$ cat src/rtl/fws_defs.svh
// Constants for the flash status poller: bit positions, commands and timing counts
`ifndef FWS_DEFS_SVH
`define FWS_DEFS_SVH

`define FWS_ADDR_W          22
`define FWS_DATA_W          16
`define FWS_BIT_POLL        7
`define FWS_BIT_TOGGLE      6
`define FWS_BIT_LIMIT       5
`define FWS_BIT_SECTOR      2
`define FWS_CMD_RESET       16'h00F0
`define FWS_CLK_MHZ         100
`define FWS_STROBE_NS       70
`define FWS_STROBE_CYC      ((`FWS_STROBE_NS * `FWS_CLK_MHZ + 999) / 1000)
`define FWS_GAP_NS          30
`define FWS_GAP_CYC         ((`FWS_GAP_NS * `FWS_CLK_MHZ + 999) / 1000)
`define FWS_TIMEOUT_US      200000
`define FWS_TIMEOUT_CYC     (`FWS_TIMEOUT_US * `FWS_CLK_MHZ)
`define FWS_REG_CTRL        4'h0
`define FWS_REG_ADDR        4'h1
`define FWS_REG_DATA        4'h2
`define FWS_REG_STATUS      4'h3
`define FWS_REG_WORD        4'h4
`define FWS_ST_BUSY         0
`define FWS_ST_DONE         1
`define FWS_ST_FAIL         2
`define FWS_ST_TMO          3
`define FWS_ST_RDY          4
`define FWS_ST_SECT         5

`endif

$ cat src/rtl/fws_pkg.sv
// Types for the flash status poller
package fws_pkg;
    typedef enum logic [0:0] {
        FWS_MODE_POLL,
        FWS_MODE_TOGGLE
    } fws_mode_t;

    typedef struct packed {
        logic [21:0] addr;
        logic [15:0] wdata;
        logic        we;
        logic        re;
    } fws_bus_t;
endpackage

$ cat src/rtl/fws_poller.sv
// Host-side status poller for an asynchronous NOR flash program or erase
//
// The address map and the plain strobed port were chosen for this implementation.
`timescale 1ns/1ps
`include "fws_defs.svh"

module fws_poller #(
    parameter int unsigned ADDR_W      = `FWS_ADDR_W,
    parameter int unsigned DATA_W      = `FWS_DATA_W,
    parameter int unsigned STROBE_CYC  = `FWS_STROBE_CYC,
    parameter int unsigned GAP_CYC     = `FWS_GAP_CYC,
    parameter int unsigned TIMEOUT_CYC = `FWS_TIMEOUT_CYC
) (
    // Clock and reset
    input  wire logic              ref_clk,
    input  wire logic              rst_n,
    // Register port
    input  wire logic [3:0]        reg_addr,
    input  wire logic [31:0]       reg_wdata,
    input  wire logic              reg_we,
    input  wire logic              reg_re,
    output logic      [31:0]       reg_rdata,
    // Flash strobes, active low, and address
    output logic                   flash_ce_n,
    output logic                   flash_oe_n,
    output logic                   flash_we_n,
    output logic      [ADDR_W-1:0] flash_addr,
    // Flash data bus, three signals
    input  wire logic [DATA_W-1:0] data_bus_in,
    output logic      [DATA_W-1:0] data_bus_out,
    output logic                   data_bus_oe,
    // Ready/busy pin, open drain pulled up outside
    input  wire logic              ready_busy_output
);

    typedef enum logic [2:0] {
        S_IDLE, S_READ, S_GAP, S_EVAL, S_RESET, S_DONE
    } fws_state_t;

    fws_state_t        state_r;
    fws_pkg::fws_mode_t mode_r;
    logic [ADDR_W-1:0] addr_r;
    logic [7:0]        expect_r;
    logic              erase_r;
    logic [15:0]       cnt_r;
    logic [31:0]       tmo_r;
    logic [DATA_W-1:0] word_r;
    logic [DATA_W-1:0] prev_r;
    logic [1:0]        nreads_r;
    logic              limit_seen_r;
    logic              busy_r;
    logic              done_r;
    logic              fail_r;
    logic              tmo_flag_r;
    logic              sect_r;
    logic              start;
    logic              poll_true;
    logic              tog_same;

    // Bit 7 target: program data bit 7, or 1 for erase
    assign poll_true = word_r[`FWS_BIT_POLL] == (erase_r ? 1'b1 : expect_r[7]);
    assign tog_same  = word_r[`FWS_BIT_TOGGLE] == prev_r[`FWS_BIT_TOGGLE];
    assign start     = reg_we && reg_addr == `FWS_REG_CTRL && reg_wdata[0] && !busy_r;

    // Register writes: target address, expected data byte, erase and mode bits
    always_ff @(posedge ref_clk) begin
        if (!rst_n) begin
            addr_r   <= '0;
            expect_r <= 8'h00;
            erase_r  <= 1'b0;
            mode_r   <= fws_pkg::FWS_MODE_POLL;
        end else if (reg_we && !busy_r) begin
            if (reg_addr == `FWS_REG_ADDR) begin
                addr_r <= reg_wdata[ADDR_W-1:0];
            end
            if (reg_addr == `FWS_REG_DATA) begin
                expect_r <= reg_wdata[7:0];
            end
            if (reg_addr == `FWS_REG_CTRL) begin
                erase_r <= reg_wdata[1];
                mode_r  <= reg_wdata[2] ? fws_pkg::FWS_MODE_TOGGLE : fws_pkg::FWS_MODE_POLL;
            end
        end
    end

    // Read data one cycle after the read strobe
    always_ff @(posedge ref_clk) begin
        if (!rst_n) begin
            reg_rdata <= 32'h0000_0000;
        end else if (reg_re) begin
            unique case (reg_addr)
                `FWS_REG_CTRL:   reg_rdata <= {29'h0, mode_r, erase_r, busy_r};
                `FWS_REG_ADDR:   reg_rdata <= {{(32-ADDR_W){1'b0}}, addr_r};
                `FWS_REG_DATA:   reg_rdata <= {24'h0, expect_r};
                `FWS_REG_STATUS: reg_rdata <= {26'h0, sect_r, ready_busy_output, tmo_flag_r,
                                               fail_r, done_r, busy_r};
                `FWS_REG_WORD:   reg_rdata <= {{(32-DATA_W){1'b0}}, word_r};
                default:         reg_rdata <= 32'h0000_0000;
            endcase
        end else begin
            reg_rdata <= 32'h0000_0000;
        end
    end

    // Sequencer: read cycles, compare, decide, reset on failure
    always_ff @(posedge ref_clk) begin
        if (!rst_n) begin
            state_r      <= S_IDLE;
            cnt_r        <= 16'h0000;
            tmo_r        <= 32'h0000_0000;
            word_r       <= '0;
            prev_r       <= '0;
            nreads_r     <= 2'd0;
            limit_seen_r <= 1'b0;
            busy_r       <= 1'b0;
            done_r       <= 1'b0;
            fail_r       <= 1'b0;
            tmo_flag_r   <= 1'b0;
            sect_r       <= 1'b0;
        end else begin
            unique case (state_r)
                S_IDLE: begin
                    if (start) begin
                        // Software starts only after its last command write
                        state_r      <= S_READ;
                        busy_r       <= 1'b1;
                        done_r       <= 1'b0;
                        fail_r       <= 1'b0;
                        tmo_flag_r   <= 1'b0;
                        nreads_r     <= 2'd0; // Fresh double read each start
                        limit_seen_r <= 1'b0;
                        tmo_r        <= 32'h0000_0000;
                        cnt_r        <= 16'h0000;
                    end
                end
                S_READ: begin
                    cnt_r <= cnt_r + 16'h0001;
                    tmo_r <= tmo_r + 32'h0000_0001;
                    if (cnt_r == 16'(STROBE_CYC - 1)) begin
                        // Each read is a separate strobe so toggle bits advance
                        prev_r  <= word_r;
                        word_r  <= data_bus_in;
                        cnt_r   <= 16'h0000;
                        state_r <= S_EVAL;
                    end
                end
                S_EVAL: begin
                    state_r <= S_GAP;
                    if (nreads_r != 2'd3) begin
                        nreads_r <= nreads_r + 2'd1;
                    end
                    if (prev_r[`FWS_BIT_SECTOR] != word_r[`FWS_BIT_SECTOR] && nreads_r != 2'd0) begin
                        sect_r <= 1'b1; // Sector selected for erase
                    end
                    if (mode_r == fws_pkg::FWS_MODE_POLL) begin
                        // A match after the limit flag is a success as well, so done is set on every
                        // path from a match to S_DONE; the path through S_RESET clears it
                        if (poll_true && done_r) begin
                            state_r <= S_DONE; // Word taken after the switch
                        end else if (poll_true) begin
                            done_r <= 1'b1; // Full word retaken on a later read
                        end else if (limit_seen_r && !done_r) begin
                            state_r <= S_RESET; // Recheck after limit failed
                        end else if (word_r[`FWS_BIT_LIMIT]) begin
                            limit_seen_r <= 1'b1; // Reread once more
                        end
                    end else if (nreads_r != 2'd0) begin
                        if (tog_same) begin
                            state_r <= S_DONE; // Next read cycle gives array data
                            done_r  <= 1'b1;
                        end else if (limit_seen_r) begin
                            state_r <= S_RESET; // Still toggling after limit
                        end else if (word_r[`FWS_BIT_LIMIT]) begin
                            limit_seen_r <= 1'b1;
                        end
                    end
                    if (tmo_r >= TIMEOUT_CYC) begin
                        state_r    <= S_RESET;
                        tmo_flag_r <= 1'b1;
                    end
                end
                S_GAP: begin
                    cnt_r <= cnt_r + 16'h0001;
                    tmo_r <= tmo_r + 32'h0000_0001;
                    if (cnt_r == 16'(GAP_CYC - 1)) begin
                        cnt_r   <= 16'h0000;
                        state_r <= S_READ;
                    end
                end
                S_RESET: begin
                    // Reset write over STROBE_CYC cycles, write strobe low for all but the last, any address
                    cnt_r <= cnt_r + 16'h0001;
                    if (cnt_r == 16'(STROBE_CYC - 1)) begin
                        cnt_r   <= 16'h0000;
                        fail_r  <= 1'b1;
                        done_r  <= 1'b0;
                        state_r <= S_DONE;
                    end
                end
                S_DONE: begin
                    busy_r  <= 1'b0;
                    state_r <= S_IDLE;
                end
                default: state_r <= S_IDLE;
            endcase
        end
    end

    // Pins: strobes from state, reset word driven only while writing
    always_ff @(posedge ref_clk) begin
        if (!rst_n) begin
            flash_ce_n   <= 1'b1;
            flash_oe_n   <= 1'b1;
            flash_we_n   <= 1'b1;
            flash_addr   <= '0;
            data_bus_out <= '0;
            data_bus_oe  <= 1'b0;
        end else begin
            flash_ce_n   <= !(state_r == S_READ || state_r == S_RESET);
            flash_oe_n   <= !(state_r == S_READ);
            flash_we_n   <= !(state_r == S_RESET && cnt_r != 16'(STROBE_CYC - 1));
            flash_addr   <= addr_r;
            data_bus_out <= DATA_W'(`FWS_CMD_RESET);
            data_bus_oe  <= state_r == S_RESET;
        end
    end

endmodule

$ cat config.mk
export PLATFORM = sky130hd
export DESIGN_NAME = fws_poller
export DESIGN_NICKNAME = d
export VERILOG_FILES = /design/src/rtl/fws_pkg.sv /design/src/rtl/fws_poller.sv
export VERILOG_INCLUDE_DIRS = /design/src /design/src/rtl
export SDC_FILE = /design/constraint.sdc
export NUM_CORES = 1
export LEC_CHECK = 0
export BUFFER_PORTS_ARGS = -buffer_cell sky130_fd_sc_hd__buf_2
export CELL_PAD_IN_SITES_DETAIL_PLACEMENT = 0
export CELL_PAD_IN_SITES_GLOBAL_PLACEMENT = 1
export CORE_ASPECT_RATIO = 1.25
export CORE_MARGIN = 2
export CORE_UTILIZATION = 44
export DETAILED_ROUTE_END_ITERATION = 12
export GPL_ROUTABILITY_DRIVEN = 0
export HOLD_SLACK_MARGIN = 0.1
export PLACE_DENSITY = 0.87
export SLEW_MARGIN = 40
export SYNTH_ARGS = -nofsm -noshare
export SYNTH_HDL_FRONTEND = slang
export SYNTH_SLANG_ARGS = --single-unit
$ cat constraint.sdc
create_clock -name ref_clk -period 6.4 [get_ports ref_clk]
set_input_delay 1.6 -clock ref_clk [delete_from_list [all_inputs] [get_ports ref_clk]]
set_output_delay 1.6 -clock ref_clk [all_outputs]
set_load 0.03 [all_outputs]
---- Word level (Yosys, flattened, before mapping) ----
Index checks and enable logic that the tools add are counted.
operators by class
  $add $sub $neg .......................... 3
  order comparisons ....................... 1
  eq/ne operators ......................... 30
  multiplexer cells ....................... 50
  reduce and logical (&&, ||, !) cells .... 40
operators with widths
  kind                                                                                    number
  22-bit one-hot mux with 5 select lines                                                  1
  32-bit one-hot mux with 2 select lines                                                  1
  16-bit 2-to-1 mux                                                                       3
  16-bit one-hot mux with 3 select lines                                                  1
  3-bit 2-to-1 mux                                                                        12
  32-bit by 1-bit adder with 32-bit output (second input constant)                        1
  32-bit by 25-bit greater-or-equal comparator with 1-bit output (second input constant)  1
  32-bit 2-to-1 mux                                                                       1
  3-bit inequality test (second input constant)                                           8
  1-bit 2-to-1 mux                                                                        21
  2-bit AND reduction                                                                     9
  16-bit by 1-bit adder with 16-bit output (second input constant)                        1
  16-bit by 2-bit == test with 1-bit output (second input constant)                       1
  16-bit by 3-bit == test with 1-bit output (second input constant)                       1
  16-bit by 3-bit inequality test with 1-bit output (second input constant)               1
  3-bit one-hot mux with 5 select lines                                                   1
  2-bit inequality test (second input constant)                                           7
  2-bit nonzero test                                                                      5
  3-bit AND reduction                                                                     3
  4-bit by 2-bit == test with 1-bit output (second input constant)                        2
  1-bit logical AND                                                                       8
  8-bit 2-to-1 mux                                                                        1
  1-bit one-hot mux with 2 select lines                                                   4
  8-bit AND reduction                                                                     1
  other kinds (19)                                                                        29
word-level totals
  bits in registers ....................... 188
  output and inout port bits .............. 74

---- Depth between registers and ports, before layout ----
  depth in word-level cells ............... 8
  depth in mapped cells ................... 9
  depth with buffers taken out ............ 7

---- Least setup slack after synthesis ----
No wires, ideal clock.
  path kind ............................... input -> register
  from .................................... input reg_addr[2]
  to ...................................... register cnt_r[10]
  setup time .............................. 117 ps
  data arrival time ....................... 3333 ps
  setup slack ............................. 2950 ps
  stages on the path ...................... 7
  cells stage by stage .................... buf_6 -> or4_4 -> o21ai_2 -> nand2_1 -> o311ai_4 -> buf_2 -> nor2_1
between the ends
  word-level cells in the longest chain between the ends .. 6
RTL lines
  item                             line               source
  from (decl)                      fws_poller.sv:18   input wire logic [3:0] reg_addr,
  4-bit logical NOT                -
  1-bit logical AND (no line)      -
  1-bit logical AND (2 in a row)   fws_poller.sv:63   assign start = reg_we && reg_addr == `FWS_REG_CTRL && reg_wdata[0] && !busy_r;
  2-bit inequality test (no line)  -
  2-bit AND reduction (no line)    -
  to (signal assigned)             fws_poller.sv:137  cnt_r <= cnt_r + 16'h0001;
  to (signal assigned)             fws_poller.sv:183  cnt_r <= cnt_r + 16'h0001;
  to (signal assigned)             fws_poller.sv:192  cnt_r <= cnt_r + 16'h0001;
  to (decl)                        fws_poller.sv:45   logic [15:0] cnt_r;
No other way between the ends.
A chain may end at the register's enable or synchronous reset.

---- Worst setup path after layout ----
  from .................................... input reg_addr[0]
  to ...................................... register cnt_r[15]
The elaborated chain is that of the path after synthesis.

==> flow_summary.ini <==
[sta]
worst_clock_skew_ns = 0.0133
max_slew.worst_pin.slew_ns = 0.780
layout_worst_path_cycle_share_pct = 57.8
final_worst_slack_ns = 2.70
rsz0062_at_grt = no
fmax_ghz = 0.270
setup-tns-final_ns = 0
slew_violations = 0
timing.final.hold_violations = 0
finalCriticalPeriod_ns = 3.70
timing.max_slew.rel_slack_pct = 47.3
hold-worst-slack_ns = 0.458
report.final.setup_viol = 0

[cts]
clock_path_buffers = 2
ctsHtreeMaxLevel = 4
cts_buf_count = 17
cts_root_buf = sky130_fd_sc_hd__clkbuf_16
clock_transition_at_the_registers_of_the_reported_paths_ns = 0.07
tritoncts = built
holdBufCountCts = 0
cts-resized-gates = 0
postCtsSetupBuffers = 0
clock_latency_at_the_later_pin_of_the_worst_skew_pair_ns = 0.42
tritoncts_num_sinks = 158

[critical_path]
timing.critical_path.to_type = flip-flop
timing.critical_path.fanout_max = 18
timing.reg2reg.worst_path_depth = 5
timing.critical_path.required_ns = 6.68
worst_path_dominant_cell_family = compound AO/OA/AOI/OAI gates
timing.critical_path.cells = buf_2, or4_4, o21ai_2, nand2_1, o311ai_4, nor2_1
worst-endpoint-arrival_ns = 3.99
critPathMaxStageDelay_ns = 0.68
crit_type = in -> reg
setup.worst_path.start_class = input pin
critical_path.reg2reg.endpoint = cnt_r[15]
critical-path-slowest-cell = sky130_fd_sc_hd__o311ai_4
regToRegSetupSlack_ns = 4.02
critical_path_buf_inv_count = 1
reg2reg_launch_point = busy_r

[grt]
grt_busiest_layer = met2
first_global_vias = 4815
grt_start_max_net_pins = 58
grt_antenna_before_repair = 0
globalRouteMet3Util_pct = 3.89
gr-usage-met2_pct = 31.9
global_router_s_overall_resource_usage_pct = 18.7
grt_remaining_overflow = 0
grt_pass1_wl_um = 24000
grt_use_met1_pct = 22.8

[min_path]
holdPathEnd = word_r[15]
holdPathStages = 2
hold_path_class = reg -> reg
worstHoldStart = word_r[15]

[placement]
dp_hpwl_um = 10000
placement.setup.worst_slack_ns = 2.24
port-buffer-count = 98

[route]
detail_route.first_pass.iterations = 5
vias_per_cell = 5.27
postRouteWirelength_um = 14800
ant_nets = 0
route.detailed.drc = 0
routedWlPerCell_um = 14.4
drtIter0Drc = 412
routed-via-count = 5431

[power]
leakagePower_nw = 2.83
pwr_dens_nw_per_um2 = 270
vdd_ir_max_v = 0.000186

[finish]
syn_to_final_growth_pct = 17.1
layout-drive-gt1-share_pct = 17.8
num-fill-cells = 1363
final_common_cell = sky130_fd_sc_hd__dfxtp_1
antenna_cells = 0
nets = 903
most_frequent_cells_in_the_layout = sky130_fd_sc_hd__dfxtp_1, sky130_fd_sc_hd__nand2_1, sky130_fd_sc_hd__buf_2

[floorplan]
initial_core_util_pct = 45.2
std_cell_rows = 49
die-width_um = 113
dieArea_um2 = 15800
vert_die_dim_um = 140
num_io_pins = 131
core_region_area_um2 = 14400

[yosys]
ys_dominant_reg_cell = sky130_fd_sc_hd__dfxtp_1
seq_total_area_yosys_pct = 48.6
yosys_register_bits = 158
synth_area_per_cell_um2 = 8.57
netlist_instances = 759
synth_enable_flop_cells = 0
synthArstFlopShare_pct = 0
post_synth_num_cell_types = 58
synthesis.yosys.warnings = 0
syn_area_um2 = 6510

[run_status]
status = finished clean

[job]
drv_cap = 0
[cell usage after synthesis (all sizes together), types with 9 or more instances]
cell | n | area (um2)
xor2 | 23 | 201
nor3 | 12 | 60.1
or3 | 14 | 87.6
dfxtp | 158 | 3160
and2 | 31 | 194
nand3 | 39 | 200
nor2 | 54 | 203
buf | 30 | 224
and3 | 9 | 56.3
a21oi | 88 | 440
a22oi | 12 | 90.1
clkbuf | 34 | 128
inv | 9 | 33.8
o21ai | 19 | 110
nand2 | 121 | 454
nand4 | 21 | 131
[per-layer routing]
metal	wire, um	vias to the layer above
li1	-	2762
met4	316	0
met2	7420	135
met1	6440	2513
met3	668	21
met5	0	-
[kinds of logic (layout without fill, tap and decap cells)]
family | after synthesis | count (layout) | synth area share [%]
AO/OA/AOI/OAI | 151 | 151 | 14.3
XOR/XNOR | 29 | 29 | 3.90
adder cells (fa/ha/maj) | 7 | 7 | 1.31
buffers and inverters | 74 | 147 | 5.98
flip-flops | 158 | 158 | 48.6
other | 1 | 22 | 0.0576
AND/OR/NAND/NOR | 339 | 339 | 25.9
[cell type report]
class                      count  area, um2  area share (%)
sequential                   158       3160            41.5
multi-input combinational    548       3070            40.2
timing repair buffer         105        543            7.12
clock buffer                  17        425            5.58
tap                          178        223            2.92
clock inverter                15        165            2.17
inverter                      10       37.5           0.492
[tightest hold or removal path, cell delays in order, from the launching register on]
cell                      delay [ns]
sky130_fd_sc_hd__dfxtp_1        0.31
sky130_fd_sc_hd__nand2_1        0.05
sky130_fd_sc_hd__a21oi_1        0.05
[how the worst max path moves through the flow]
stage,slack [ns],from,endpoint,cells past startpoint
after floorplan,2.95,reg_addr[2],cnt_r[10],7
final,2.70,reg_addr[0],cnt_r[15],6
after CTS,2.69,reg_addr[0],cnt_r[15],6
after global routing,2.52,reg_addr[0],cnt_r[6],6
after global placement,1.95,reg_addr[0],tmo_r[14],5
after detailed placement,2.24,reg_addr[0],cnt_r[8],6
[power by group]
part / internal [mW] / switching [mW]
sequential: 0.987 / 0.00309
clock: 0.526 / 0.461
combinational: 0.0212 / 0.0608
total: 1.53 / 0.525
[through the flow]
step	instance area, um2	utilization, %	total power [mW]	instances
floorplan	6590	-	1.08	780
global placement	7010	48.6	1.09	998
detailed placement	7020	48.7	1.09	998
CTS	7610	52.8	2.08	1030
global route	7620	52.9	2.13	1031
finish	7620	52.9	2.06	1031
[state kept, by name, indices dropped and copies added (netlist names), 2 cells and up]
register and cells:
tmo_r 32, addr_r 22, flash_addr 22, reg_rdata 22
cnt_r 16, word_r 16, expect_r 8, state_r 3
nreads_r 2, prev_r 2
No activity file was read; power rests on OpenSTA's default activity.
